===== config.mk =====
export PLATFORM = sky130hd
export DESIGN_NAME = wirs_regs
export DESIGN_NICKNAME = d
export VERILOG_FILES = /design/src/wirs_pkg.sv /design/src/wirs_irq_status.sv /design/src/wirs_role_fsm.sv /design/src/wirs_regs.sv
export VERILOG_INCLUDE_DIRS = /design/src
export SDC_FILE = /design/constraint.sdc
export NUM_CORES = 1
export LEC_CHECK = 0
export BUFFER_PORTS_ARGS = -buffer_cell sky130_fd_sc_hd__buf_2
export CAP_MARGIN = 10
export CORE_MARGIN = 4
export CORE_UTILIZATION = 55
export CTS_CLUSTER_DIAMETER = 60
export DETAILED_ROUTE_END_ITERATION = 12
export PLACE_DENSITY = 0.83
export RECOVER_POWER = 100
export SYNTH_ARGS = -nofsm -noshare
export SYNTH_HDL_FRONTEND = slang
export SYNTH_HIERARCHICAL = 1
export SYNTH_SLANG_ARGS = --single-unit

===== constraint.sdc =====
create_clock -name sys_clk_i -period 2.2 [get_ports sys_clk_i]
set_input_delay 0.22 -clock sys_clk_i [delete_from_list [all_inputs] [get_ports sys_clk_i]]
set_output_delay 0.22 -clock sys_clk_i [all_outputs]
set_load 0.01 [all_outputs]

===== src/wirs_defines.svh =====
// register offsets, field positions, reset values and write masks of the per-port bank
// assumes a 5-bit register number inside one port's extended page
`ifndef WIRS_DEFINES_SVH
`define WIRS_DEFINES_SVH

`define WIRS_OFS_WAKE 5'h1b
`define WIRS_OFS_MASK 5'h1c
`define WIRS_OFS_STATUS 5'h1d
`define WIRS_OFS_ROLE 5'h1e
`define WIRS_ADDR_PORT 5

`define WIRS_WAKE_RST 16'h0f00
`define WIRS_MASK_RST 16'h0000
`define WIRS_ROLE_RST 16'h0000
`define WIRS_WAKE_WMASK 16'hcf03
`define WIRS_IRQ_WMASK 16'h301f
`define WIRS_ROLE_WMASK 16'hd000

`define WIRS_B_PW_EN 15
`define WIRS_B_PW_LEN 14
`define WIRS_B_REP_HI 11
`define WIRS_B_REP_LO 8
`define WIRS_B_ROUTE 1

`define WIRS_B_RXF 13
`define WIRS_B_TXF 12
`define WIRS_B_SWDONE 4
`define WIRS_B_LFAIL 3
`define WIRS_B_TQ 2
`define WIRS_B_TS 1
`define WIRS_B_WERR 0

`define WIRS_B_STARTUP 15
`define WIRS_B_ADV 14
`define WIRS_B_LPADV 13
`define WIRS_B_FORCE 12
`define WIRS_B_ROLE_HI 5
`define WIRS_B_ROLE_LO 4
`define WIRS_B_START 0

`endif


===== src/wirs_pkg.sv =====
// types shared by the wake, interrupt and timing-role register bank
// assumes nothing beyond a SystemVerilog tool
package wirs_pkg;

	// codes equal the role status field encoding
	typedef enum logic [1:0] {
		WIRS_SLAVE = 2'b00,
		WIRS_M2S = 2'b01,
		WIRS_S2M = 2'b10,
		WIRS_MASTER = 2'b11
	} wirs_role_e;

	typedef struct packed {
		logic rx_fifo;
		logic tx_fifo;
		logic eee_link_fail;
		logic rx_tq;
		logic wait_quiet;
		logic wake_err;
	} wirs_evt_s;

	typedef struct packed {
		logic [5:0] addr;
		logic [15:0] wdata;
		logic wr;
		logic rd;
	} wirs_bus_s;

	typedef struct packed {
		logic pw_check_en;
		logic pw_len4;
		logic [4:0] rep_count;
	} wirs_wake_s;

	typedef struct packed {
		logic startup_en;
		logic advertise;
		logic force_en;
	} wirs_rs_cfg_s;

	typedef struct packed {
		logic [1:0][15:0] wake_and_irq_routing_ctrl;
		logic [1:0][15:0] extended_irq_mask;
		logic [1:0][15:0] timing_role_switch_ctrl;
		logic [15:0] rdata;
	} wirs_regs_s;

	typedef struct packed {
		logic [15:0] status;
	} wirs_irq_s;

	typedef struct packed {
		wirs_role_e role;
		logic link_q;
		logic start;
		logic done;
	} wirs_fsm_s;

endpackage


===== src/wirs_irq_status.sv =====
// one port's self-clearing extended interrupt status with its mask gate
// assumes event pulses and the read-clear pulse come from the same clock
`include "wirs_defines.svh"
module wirs_irq_status
	import wirs_pkg::*;
(
	input wire logic sys_clk_i,
	input wire logic arst_n_i,
	input wire logic soft_rst_i,
	input wire logic [15:0] set_i,
	input wire logic clr_i,
	input wire logic [15:0] mask_i,
	output logic [15:0] status_o,
	output logic irq_o
);

	wirs_irq_s st;
	wirs_irq_s next_st;

	always_comb
	begin
		next_st = st;
		// set wins over a read in the same cycle so no event is lost
		if (clr_i || soft_rst_i)
		begin
			next_st.status = set_i & `WIRS_IRQ_WMASK;
		end
		else
		begin
			next_st.status = (st.status | set_i) & `WIRS_IRQ_WMASK;
		end
	end

	always_ff @(posedge sys_clk_i or negedge arst_n_i)
	begin
		if (!arst_n_i)
			st <= '0;
		else
			st <= next_st;
	end

	assign status_o = st.status;
	assign irq_o = |(st.status & mask_i);
endmodule


===== src/wirs_role_fsm.sv =====
// one port's timing-role tracker and hitless switchover sequencer
// assumes the gigabit dsp reports the end of a switchover with a one-cycle pulse
module wirs_role_fsm
	import wirs_pkg::*;
(
	input wire logic sys_clk_i,
	input wire logic arst_n_i,
	input wire logic soft_rst_i,
	input wire logic link_up_i,
	input wire logic neg_master_i,
	input wire logic start_i,
	input wire logic dsp_done_i,
	output wirs_role_e role_o,
	output logic switch_start_o,
	output logic done_o
);

	wirs_fsm_s st;
	wirs_fsm_s next_st;

	always_comb
	begin
		next_st = st;
		next_st.link_q = link_up_i;
		next_st.start = 1'b0;
		next_st.done = 1'b0;
		if (soft_rst_i)
		begin
			next_st = '0;
		end
		else if (link_up_i && !st.link_q)
		begin
			next_st.role = neg_master_i ? WIRS_MASTER : WIRS_SLAVE;
		end
		else
		begin
			unique case (st.role)
				WIRS_SLAVE, WIRS_MASTER:
				begin
					// a start with the link down is dropped here
					if (start_i && link_up_i)
					begin
						next_st.role = (st.role == WIRS_SLAVE) ? WIRS_S2M : WIRS_M2S;
						next_st.start = 1'b1;
					end
				end
				WIRS_S2M, WIRS_M2S:
				begin
					if (dsp_done_i)
					begin
						next_st.role = (st.role == WIRS_S2M) ? WIRS_MASTER : WIRS_SLAVE;
						next_st.done = 1'b1;
					end
				end
			endcase
		end
	end

	always_ff @(posedge sys_clk_i or negedge arst_n_i)
	begin
		if (!arst_n_i)
			st <= '0;
		else
			st <= next_st;
	end

	assign role_o = st.role;
	assign switch_start_o = st.start;
	assign done_o = st.done;
endmodule


===== src/wirs_regs.sv =====
// dual-port bank of wake, interrupt routing, interrupt mask/status and timing-role registers
// assumes every input comes from logic on sys_clk_i, so none is synchronised here
`include "wirs_defines.svh"
module wirs_regs
	import wirs_pkg::*;
(
	input wire logic sys_clk_i,
	input wire logic arst_n_i,
	input wire wirs_bus_s bus_i,
	output logic [15:0] rdata_o,
	input wire wirs_evt_s [1:0] evt_i,
	input wire logic [1:0] soft_reset_i,
	input wire logic [1:0] link_up_i,
	input wire logic [1:0] neg_master_i,
	input wire logic [1:0] lp_adv_i,
	input wire logic [1:0] dsp_done_i,
	output wirs_wake_s [1:0] wake_o,
	output wirs_rs_cfg_s [1:0] rs_cfg_o,
	output logic [1:0] switch_start_o,
	output logic port0_interrupt_pin_o,
	output logic port1_interrupt_pin_o
);

	localparam logic [2:0] SEL_NONE = 3'h0;
	localparam logic [2:0] SEL_WAKE = 3'h1;
	localparam logic [2:0] SEL_MASK = 3'h2;
	localparam logic [2:0] SEL_STATUS = 3'h3;
	localparam logic [2:0] SEL_ROLE = 3'h4;

	wirs_regs_s st;
	wirs_regs_s next_st;
	logic [1:0][15:0] set_vec;
	logic [1:0][15:0] status;
	logic [1:0] clr_rd;
	logic [1:0] irq;
	logic [1:0] sw_done;
	wirs_role_e [1:0] role;
	logic [2:0] rd_sel;
	logic [2:0] wr_sel;
	logic rd_port;
	logic wr_port;

	// register number to bank slot; used for both the write and read paths
	function automatic logic [2:0] reg_slot(input logic [4:0] num);
		logic [2:0] s;
		s = SEL_NONE;
		unique case (num)
			`WIRS_OFS_WAKE: s = SEL_WAKE;
			`WIRS_OFS_MASK: s = SEL_MASK;
			`WIRS_OFS_STATUS: s = SEL_STATUS;
			`WIRS_OFS_ROLE: s = SEL_ROLE;
			default: s = SEL_NONE;
		endcase
		return s;
	endfunction

	assign rd_sel = reg_slot(bus_i.addr[4:0]);
	assign wr_sel = reg_slot(bus_i.addr[4:0]);
	assign rd_port = bus_i.addr[`WIRS_ADDR_PORT];
	assign wr_port = bus_i.addr[`WIRS_ADDR_PORT];

	// role register as read: partner advertisement and role field are live state
	function automatic logic [15:0] role_word(input logic [15:0] ctrl, input logic lp,
		input wirs_role_e r);
		logic [15:0] w;
		w = ctrl & `WIRS_ROLE_WMASK;
		w[`WIRS_B_LPADV] = lp;
		w[`WIRS_B_ROLE_HI:`WIRS_B_ROLE_LO] = r;
		w[`WIRS_B_START] = ctrl[`WIRS_B_START];
		return w;
	endfunction

	always_comb
	begin
		next_st = st;
		next_st.rdata = 16'h0000;
		for (int p = 0; p < 2; p++)
		begin
			// start bit lives one cycle; the sequencer ignores it mid-switchover
			next_st.timing_role_switch_ctrl[p][`WIRS_B_START] = 1'b0;
			if (bus_i.wr && wr_port == p[0])
			begin
				unique case (wr_sel)
					SEL_WAKE:
						next_st.wake_and_irq_routing_ctrl[p] = bus_i.wdata & `WIRS_WAKE_WMASK;
					SEL_MASK:
						next_st.extended_irq_mask[p] = bus_i.wdata & `WIRS_IRQ_WMASK;
					SEL_ROLE:
					begin
						next_st.timing_role_switch_ctrl[p] = bus_i.wdata &
							(`WIRS_ROLE_WMASK | 16'h0001);
					end
					default:
					begin
						// status is read-only and unmapped slots drop the write
					end
				endcase
			end
			// soft reset leaves every sticky field alone; only the start bit is volatile
			if (soft_reset_i[p])
				next_st.timing_role_switch_ctrl[p][`WIRS_B_START] = 1'b0;
		end
		if (bus_i.rd)
		begin
			unique case (rd_sel)
				SEL_WAKE:
					next_st.rdata = st.wake_and_irq_routing_ctrl[rd_port];
				SEL_MASK:
					next_st.rdata = st.extended_irq_mask[rd_port];
				SEL_STATUS:
					next_st.rdata = status[rd_port];
				SEL_ROLE:
				begin
					next_st.rdata = role_word(st.timing_role_switch_ctrl[rd_port],
						lp_adv_i[rd_port], role[rd_port]);
				end
				default:
					next_st.rdata = 16'h0000;
			endcase
		end
	end

	always_ff @(posedge sys_clk_i or negedge arst_n_i)
	begin
		if (!arst_n_i)
		begin
			st.wake_and_irq_routing_ctrl <= {2{`WIRS_WAKE_RST}};
			st.extended_irq_mask <= {2{`WIRS_MASK_RST}};
			st.timing_role_switch_ctrl <= {2{`WIRS_ROLE_RST}};
			st.rdata <= 16'h0000;
		end
		else
		begin
			st <= next_st;
		end
	end

	assign rdata_o = st.rdata;

	for (genvar p = 0; p < 2; p++)
	begin : g_port
		always_comb
		begin
			set_vec[p] = 16'h0000;
			set_vec[p][`WIRS_B_RXF] = evt_i[p].rx_fifo;
			set_vec[p][`WIRS_B_TXF] = evt_i[p].tx_fifo;
			set_vec[p][`WIRS_B_SWDONE] = sw_done[p];
			set_vec[p][`WIRS_B_LFAIL] = evt_i[p].eee_link_fail;
			set_vec[p][`WIRS_B_TQ] = evt_i[p].rx_tq;
			set_vec[p][`WIRS_B_TS] = evt_i[p].wait_quiet;
			set_vec[p][`WIRS_B_WERR] = evt_i[p].wake_err;
		end

		// the read that returns the status also clears it on the same edge
		assign clr_rd[p] = bus_i.rd && rd_sel == SEL_STATUS && rd_port == p;

		wirs_irq_status u_irq (
			.sys_clk_i(sys_clk_i),
			.arst_n_i(arst_n_i),
			.soft_rst_i(soft_reset_i[p]),
			.set_i(set_vec[p]),
			.clr_i(clr_rd[p]),
			.mask_i(st.extended_irq_mask[p]),
			.status_o(status[p]),
			.irq_o(irq[p])
		);

		wirs_role_fsm u_role (
			.sys_clk_i(sys_clk_i),
			.arst_n_i(arst_n_i),
			.soft_rst_i(soft_reset_i[p]),
			.link_up_i(link_up_i[p]),
			.neg_master_i(neg_master_i[p]),
			.start_i(st.timing_role_switch_ctrl[p][`WIRS_B_START]),
			.dsp_done_i(dsp_done_i[p]),
			.role_o(role[p]),
			.switch_start_o(switch_start_o[p]),
			.done_o(sw_done[p])
		);

		assign wake_o[p].pw_check_en = st.wake_and_irq_routing_ctrl[p][`WIRS_B_PW_EN];
		assign wake_o[p].pw_len4 = st.wake_and_irq_routing_ctrl[p][`WIRS_B_PW_LEN];
		assign wake_o[p].rep_count = {1'b0,
			st.wake_and_irq_routing_ctrl[p][`WIRS_B_REP_HI:`WIRS_B_REP_LO]} + 5'h01;
		assign rs_cfg_o[p].startup_en = st.timing_role_switch_ctrl[p][`WIRS_B_STARTUP];
		assign rs_cfg_o[p].advertise = st.timing_role_switch_ctrl[p][`WIRS_B_ADV];
		assign rs_cfg_o[p].force_en = st.timing_role_switch_ctrl[p][`WIRS_B_FORCE];
	end

	// the routing bit is a device-wide choice, held in port 0's copy
	logic route_split;
	assign route_split = st.wake_and_irq_routing_ctrl[0][`WIRS_B_ROUTE];
	assign port0_interrupt_pin_o = route_split ? irq[0] : |irq;
	assign port1_interrupt_pin_o = route_split ? irq[1] : |irq;
endmodule


After elaboration in Yosys (flattened, before gate mapping). Cells that the tools add are included.

Output and inout bits: 40. Register bits: 92. Word-level logic and storage cells: 130. Input port bits: 48.

Reduce and logical (&&, ||, !) cells: 30. Add/sub/neg operators: 2. Multiplexer cells: 55. Eq/ne operators: 18. Magnitude comparators: 1. Bitwise gates (word level): 5.

Operators by type and width (number): 2-to-1 mux 16 bit (7); one-hot mux 16 bit (4 select lines) (1); 2-to-1 mux 14 bit (4); 2-to-1 mux 2 bit (20); OR reduction 16 bit (2); OR reduction 32 bit (1); AND 14 bit (2); OR 14 bit (2); equality test 5 bit (second input constant) (4); 2-to-1 mux 1 bit (20); AND reduction 2 bit (8); one-hot mux 3 bit (4 select lines) (1); adder 4 x 1 -> 5 bit (second input constant) (2); logical AND 1 bit (9); equality test 2 bit (second input constant) (4); inequality test 4 x 2 -> 1 bit (second input constant) (2); inequality test 4 x 3 -> 1 bit (second input constant) (2); one-hot mux 2 bit (2 select lines) (2); OR reduction 2 bit (4); equality test 3 x 2 -> 1 bit (second input constant) (2); equality test 2 x 1 -> 1 bit (second input constant) (2); logical NOT 2 bit (2); equality test 3 x 1 -> 1 bit (second input constant) (1); equality test 3 bit (second input constant) (1); 4 further kinds (6).

Depth between registers and ports, before layout. Gate-level depths: netlist of the first run.

Word-level depth: 7. Depth in mapped cells: 6. Mapped depth without buffers: 6.

Hierarchy. The synthesis of the first run kept the hierarchy.

Modules (own cells, without submodules): wirs_regs (times used 1, area an instance 3094.2 um2, cells each 259); wirs_irq_status (times used 2, area an instance 335.3 um2, cells each 29); wirs_role_fsm (times used 2, area an instance 307.8 um2, cells each 31).

Worst setup path after synthesis of the first run. OpenSTA, ideal clock, no wires.

Path kind: register to register. Start point: reg g_port[0].u_role.st, in the netlist g_port[0].u_role/role_o[1]. End point: reg g_port[0].u_role.st, in the netlist g_port[0].u_role/role_o[1]. Cell stages (with the launch flop): 6. Path slack: 599 ps. Setup time: 128 ps. Buffers on the path: 0. Data arrival time: 1474 ps. Data required time: 2072 ps. Path through: dfrtp_1 > inv_1 > ha_1 > o21ai_1 > a221o_1 > mux2_1.

Cells in the longest elaborated chain, start to end: 6.

RTL lines: start, declared (line wirs_role_fsm.sv:18) `wirs_fsm_s st;`; start signal, assigned (line wirs_role_fsm.sv:64) `st <= next_st;`; equality test 2 bit or logical NOT 2 bit (tied branches) (line wirs_role_fsm.sv:37, wirs_role_fsm.sv:51, wirs_role_fsm.sv:43); 2-to-1 mux 2 bit, on equally long branches (line wirs_role_fsm.sv:51, wirs_role_fsm.sv:43); 2-to-1 mux 2 bit, on equally long branches (line wirs_role_fsm.sv:49, wirs_role_fsm.sv:41); one-hot mux 2 bit (2 select lines) (line wirs_role_fsm.sv:37) `unique case (st.role)`; 2-to-1 mux 2 bit (line wirs_role_fsm.sv:31) `else if (link_up_i && !st.link_q)`; 2-to-1 mux 2 bit (line wirs_role_fsm.sv:27) `if (soft_rst_i)`.

Several ways; a longest one is shown, not always the timed one. The select of a mux whose other input is x is not followed. A chain may end at the register's enable or synchronous reset.

==> run_results.csv, run 1 <==
group,metric,value,unit
status,status,"complete, but fails checks",
status,failed_checks,"capacitance limit, slew limit",
route,drt_iter0_drc,168,
worst_setup_path,critPathCaptureType,"flop",
global_routing,grt_pass1_vias,2994,
power,ir_worst_vdd,0.362,mV
route,vias,2987,
route,routed_wirelength,9310,um
sta,slew_violations,79,
finish,layout-drive-gt1-share,33.6,%
worst_setup_path,cp.arrival,2.25,ns
floorplanning,num_rows,32,
worst_setup_path,crit_path_top_delay_cell,"nor4_1",
logic_synthesis,syn_avg_cell_area,11.6,um2
route,viasPerCell,5.53,
worst_setup_path,worst-path-max-fanout,16,
clocking,cts.sinks,78,
hold_path,worstHoldPathType,"input port to flop",
sta,fin_crit_sh,90.4,%
worst_setup_path,start_kind,"input port",
floorplanning,fp.dieW,97.2,um
route,drtPass1Iterations,5,
placed_design,placed_area,4600,um2
placed_design,dp.final_hpwl,6860,um
route,wl_per_cell,17.2,um
route,drc,0,
sta,setup_viol,0,
clocking,cts_tree,"built",
logic_synthesis,synth_area,4380,um2
global_routing,grt_usage,20.5,%
sta,setup_ws,0.210,ns
clocking,post_cts_buffers,0,
worst_setup_path,critPathRequiredTime,2.46,ns
global_routing,grt_antenna_before_repair,0,
global_routing,overflow,0,
power,swShare,31.1,%
clocking,clkLatencyLatePin,0.36,ns
power,power_switching,1.07,mW
sta,slew_headroom,-24.6,%
logic_synthesis,ys_warn_count,6,
clocking,clock_path_buffers,2,
clocking,post_cts_resized,0,
worst_setup_path,crit_chain,"clkbuf_1 -> inv_1 -> nor4_1 -> nor2_2 -> a21o_1",
worst_setup_path,path_buf_inv,2,
floorplanning,pin_count,88,
job,max-cap-violations,1,
floorplanning,die_h,97.2,um
finish,num_antenna_cells,0,
logic_synthesis,syn_inst,378,
power,p_leak,2.15,nW
worst_setup_path,path_delay_family,"simple AND/OR/NAND/NOR gates",
global_routing,grt_max_degree,79,
placed_design,routabilityCongestion,0.870,
worst_setup_path,path_class,"input port to flop",
worst_setup_path,rr_worst_depth,5,
route,postRouteAntennaNets,0,
sta,hold_viol,0,
sta,skew,0.00991,ns
power,p_per_area,739,nW/um2
finish,fill_cells,639,
power,clock_power_share,27.0,%
floorplanning,start_util,56.6,%
finish,syn2layout_area_growth,5.97,%
power,combPwrFrac,22.9,%
clocking,cts-root-buf,"clkbuf_8",
power,p_int,2.36,mW
sta,fmax,503,MHz
power,p_seq_share,50.1,%
finish,final_cell_area,4640,um2
clocking,cts_hold_buffers,0,
sta,worst_pin_slew,1.87,ns
floorplanning,core,7730,um2
clocking,cts-htree-levels,3,
finish,nNetsFinal,489,
clocking,clk_pin_slew_worst_paths,0.08,ns
worst_setup_path,cpPeakStageDelay,0.74,ns
placed_design,pre_cts_slack,0.436,ns
hold_path,hold_path_depth,2,
sta,setup_tns,0,ns
worst_setup_path,worstSetupPathDepth,5,
sta,rsz0062_at_grt,"no",
floorplanning,die_area,9450,um2
sta,period_needed,1.99,ns
clocking,cts_buffers,9,
global_routing,grt_pass1_wl,15200,um
placed_design,placement.io_buffers,84,
==> final cells by class <==
cell class / instances / area [um2] / share of cell area, %
Timing Repair Buffer: 89 / 403 / 8.69
Inverter: 15 / 56.3 / 1.21
Tap cell: 102 / 128 / 2.75
Clock inverter: 6 / 38.8 / 0.836
Clock buffer: 10 / 128 / 2.75
Multi-Input combinational cell: 240 / 1920 / 41.5
Sequential cell: 78 / 1960 / 42.3
==> power groups by stage <==
stage	logic [mW]	registers (mW)	clock network [mW]
2_1_floorplan	0.648	1.70	0
3_3_place_gp	0.768	1.73	0
3_5_place_dp	0.805	1.74	0
4_1_cts	0.811	1.71	0.943
5_1_grt	0.861	1.74	1.02
6_report	0.785	1.72	0.925
==> sequential cells by signal, summed over array words and instances, names as in the netlist <==
name / flops
rs_cfg_o: 6
g_port.u_role/done_o: 2
route_split: 1
g_port.u_role/role_o: 4
wake_o: 4
st: 27
g_port.u_role/switch_start_o: 2
rdata_o: 16
g_port.u_role/st: 2
g_port.u_irq/status_o: 14
==> per-layer routing <==
metal	wire length (um)	global-route usage, %
met5	0	0
met2	4660	33.6
met4	216	8.75
met1	3820	25.7
met3	604	5.38
==> path summary, 6_finish.rpt <==
path                                                        start                                      to  slack [ns]
min in group asynchronous                                arst_n_i                   rdata_o[11]$_DFF_PN0_        0.36
max in group asynchronous                                arst_n_i                    rdata_o[2]$_DFF_PN0_        0.74
max reg2reg                g_port[1].u_role/role_o[1]$_DFFE_PN0P_  g_port[1].u_role/role_o[1]$_DFFE_PN0P_        0.39
min reg2reg                     g_port[0].u_role/done_o$_DFF_PN0_   g_port[0].u_irq/status_o[4]$_DFF_PN0_        0.43
min                                                      evt_i[8]   g_port[1].u_irq/status_o[2]$_DFF_PN0_        0.03
max                                                     bus_i[18]   g_port[0].u_irq/status_o[2]$_DFF_PN0_        0.21
==> through the flow <==
step	hold slack (ns)	utilization, %	power, mW	std cells
4_1_cts	0.0224	61.6	3.47	540
3_5_place_dp	0.404	59.5	2.55	524
6_report	0.0320	60.0	3.43	540
2_1_floorplan	-0.0756	-	2.35	394
5_1_grt	0.0263	60.0	3.62	540
3_3_place_gp	0.399	59.5	2.50	524
==> placed cells by master, fill, tap and decap left out, types with 3 or more instances in the layout <==
cell / instances
clkbuf_1: 43
buf_2: 42
buf_4: 4
and3b_1: 3
a22oi_1: 4
nand3_1: 41
and3_1: 3
nor2b_1: 3
conb_1: 18
clkbuf_8: 9
clkinv_2: 3
nor3_2: 4
a31oi_1: 6
mux2_2: 70
dfrtp_1: 70
nand2_1: 6
a21oi_1: 11
mux2_1: 4
and4_1: 3
nor3_1: 4
a21o_1: 16
ha_1: 8
inv_1: 15
nor2_1: 3
dfstp_2: 6
Note: power is estimated with default switching activity, not from simulation.
==> run 2: changes to the inputs <==
CAP_MARGIN = default   (was 10)
CORE_UTILIZATION = 54   (was 55)
SYNTH_HIERARCHICAL = default   (was 1)
==> run 2 against run 1 <==
Against the previous run:
- the run still ends with capacitance limit, slew limit left
- maximum frequency increased by 5.9%
- critical path depth unchanged
- clock power increased by 11%
- critical path type unchanged
- global-route usage increased by 0.82 points
- non-clock buffer count decreased by 4
- sequential share of layout area increased by 3.3 points
==> run_results.csv, run 2 <==
group,metric,value,unit
status,status,"complete, but fails checks",
status,failed_checks,"capacitance limit, slew limit",
power,p_per_area,813,nW/um2
floorplanning,pin_count,88,
logic_synthesis,async_flop_share,100,%
placed_design,dp.final_hpwl,6120,um
power,p_leak,1.96,nW
worst_setup_path,worst-path-max-fanout,9,
placed_design,dp.cells,459,
logic_synthesis,synth_ff_type,"dfrtp_1",
power,power_switching,1.00,mW
job,max-cap-violations,1,
floorplanning,fp.dieW,92.4,um
finish,layout_commonest_cell,"dfrtp_1",
logic_synthesis,synth_area,3840,um2
worst_setup_path,cpPeakStageDelay,0.59,ns
power,p_int,2.41,mW
power,swShare,29.3,%
global_routing,overflow,0,
worst_setup_path,path_class,"input port to flop",
logic_synthesis,syn_avg_cell_area,12.4,um2
clocking,clock_path_buffers,2,
floorplanning,core,6870,um2
route,drt_iter0_drc,154,
floorplanning,num_rows,30,
clocking,post_cts_resized,0,
finish,layout-drive-gt1-share,31.7,%
sta,setup_tns,0,ns
clocking,cts.sinks,76,
global_routing,grt_max_degree,77,
clocking,cts-root-buf,"clkbuf_8",
logic_synthesis,synth_top_area_cell,"dfrtp_1",
clocking,cts-htree-levels,3,
clocking,cts_tree,"built",
global_routing,grt_usage,21.3,%
logic_synthesis,synth-seq-cells,76,
worst_setup_path,critPathRequiredTime,2.43,ns
finish,final_cell_area,4190,um2
logic_synthesis,synth_common_cells,"dfrtp_1, mux2_2, buf_4",
clocking,clk_pin_slew_worst_paths,0.08,ns
logic_synthesis,synth.top_cell.area_share,44.3,%
floorplanning,die_area,8530,um2
sta,period_needed,1.88,ns
finish,top_register,"st",
logic_synthesis,ys_warn_count,0,
sta,worst_pin_slew,1.82,ns
route,routed_wirelength,8430,um
logic_synthesis,synth_cell_types,44,
placed_design,placed_area,4140,um2
worst_setup_path,start_kind,"input port",
logic_synthesis,syn_inst,311,
route,drtPass1Iterations,4,
placed_design,routabilityCongestion,0.831,
finish,fin_cells,475,
sta,rsz0062_at_grt,"no",
clocking,post_cts_buffers,0,
finish,num_antenna_cells,0,
logic_synthesis,ys_seq_area_share,49.8,%
sta,skew,0.00897,ns
sta,fmax,532,MHz
logic_synthesis,synth_most_common_cell,"dfrtp_1",
finish,final_cell_mix,"dfrtp_1, mux2_2, buf_2, clkbuf_1, mux2i_1",
global_routing,grt_pass1_vias,2806,
power,p_seq_share,49.4,%
route,postRouteAntennaNets,0,
sta,slew_violations,77,
power,combPwrFrac,20.2,%
worst_setup_path,cp.arrival,2.11,ns
finish,largest_reg_flops,27,
route,wl_per_cell,17.8,um
power,ir_worst_vdd,0.509,mV
clocking,clkLatencyLatePin,0.35,ns
global_routing,grt_antenna_before_repair,0,
placed_design,placement.io_buffers,82,
logic_synthesis,synth_edf_count,0,
clocking,cts_buffers,9,
floorplanning,start_util,55.9,%
sta,setup_viol,0,
worst_setup_path,crit_chain,"clkbuf_1 -> nand3_1 -> or3_1 -> nor2_1 -> mux2_2",
sta,setup_ws,0.321,ns
route,drc,0,
floorplanning,die_h,92.4,um
logic_synthesis,synth.area.top_cells,"dfrtp_1, mux2_2, buf_4",
placed_design,pre_cts_slack,0.363,ns
route,viasPerCell,5.53,
sta,hold_viol,0,
finish,nNetsFinal,428,
power,clock_power_share,30.3,%
worst_setup_path,crit_path_top_delay_cell,"nor2_1",
sta,fin_crit_sh,85.4,%
sta,slew_headroom,-21.6,%
global_routing,grt_pass1_wl,14000,um
finish,syn2layout_area_growth,9.15,%
clocking,cts_hold_buffers,0,
hold_path,worstHoldPathType,"input port to flop",
route,vias,2629,
worst_setup_path,critPathCaptureType,"flop",
-- run 2: area by class of cell --
| class | count | area [um2] |
|---|---|---|
| inverter | 9 | 33.8 |
| timing repair buffer | 85 | 379 |
| tap | 96 | 120 |
| clock inverter | 7 | 67.6 |
| fill | 587 | 2680 |
| multi-input combinational | 193 | 1560 |
| clock buffer | 9 | 124 |
| sequential | 76 | 1910 |
-- run 2: path summary, 6_finish.rpt --
path / endpoint / depth (start not counted) / startpoint / slack, ns
max: st[49]$_DFFE_PN0P_ / 5 / bus_i[20] / 0.32
min: g_port[0].u_irq.status_o[12]$_DFF_PN0_ / 2 / evt_i[4] / 0.04
max reg2reg: g_port[0].u_role.role_o[0]$_DFFE_PN0P_ / 5 / g_port[0].u_role.role_o[1]$_DFFE_PN0P_ / 0.50
min reg2reg: g_port[0].u_irq.status_o[4]$_DFF_PN0_ / 1 / g_port[0].u_role.done_o$_DFF_PN0_ / 0.45
max in group asynchronous: g_port[0].u_irq.status_o[3]$_DFF_PN0_ / 1 / arst_n_i / 0.76
min in group asynchronous: rs_cfg_o[1]$_DFFE_PN0P_ / 1 / arst_n_i / 0.38
-- run 2: kinds of logic after synthesis --
group | share of synthesized area, %
simple gates | 11.0
fa+ha+maj | 1.95
flops | 49.8
mux | 18.7
other cells | 0.0976
compound gates | 9.70
xor+xnor | 1.14
buf+inv | 7.59
-- run 2: power by group through the flow --
stage | clock (mW) | combinational (mW) | sequential (mW)
after floorplan | 0 | 0.526 | 1.67
after global placement | 0 | 0.676 | 1.70
after detailed placement | 0 | 0.717 | 1.71
after CTS | 1.06 | 0.721 | 1.68
after global routing | 1.13 | 0.765 | 1.71
final | 1.03 | 0.690 | 1.69
-- run 2: stage by stage --
stage / total power [mW] / utilization, % / hold WS, ns
3_5_place_dp: 2.43 / 60.3 / 0.403
2_1_floorplan: 2.19 / - / -0.0756
5_1_grt: 3.60 / 61.1 / 0.0293
6_report: 3.41 / 61.1 / 0.0433
3_3_place_gp: 2.37 / 60.3 / 0.397
4_1_cts: 3.47 / 63.1 / 0.0242
-- run 2: worst max-delay path: cells and delay by family --
kind                   cells  cell delay, ns
and+or+nand+nor            3            1.32
muxes                      1            0.41
buffers and inverters      1            0.16
-- run 2: metal layers --
layer  global-route usage (%)  vias up  part of all wire [%]
met5                        0        -                     0
met4                     8.91        0                   1.6
met3                     4.96       10                   5.8
met2                     36.5       82                    51
met1                     25.9     1323                    41
li1                         -     1214                     -
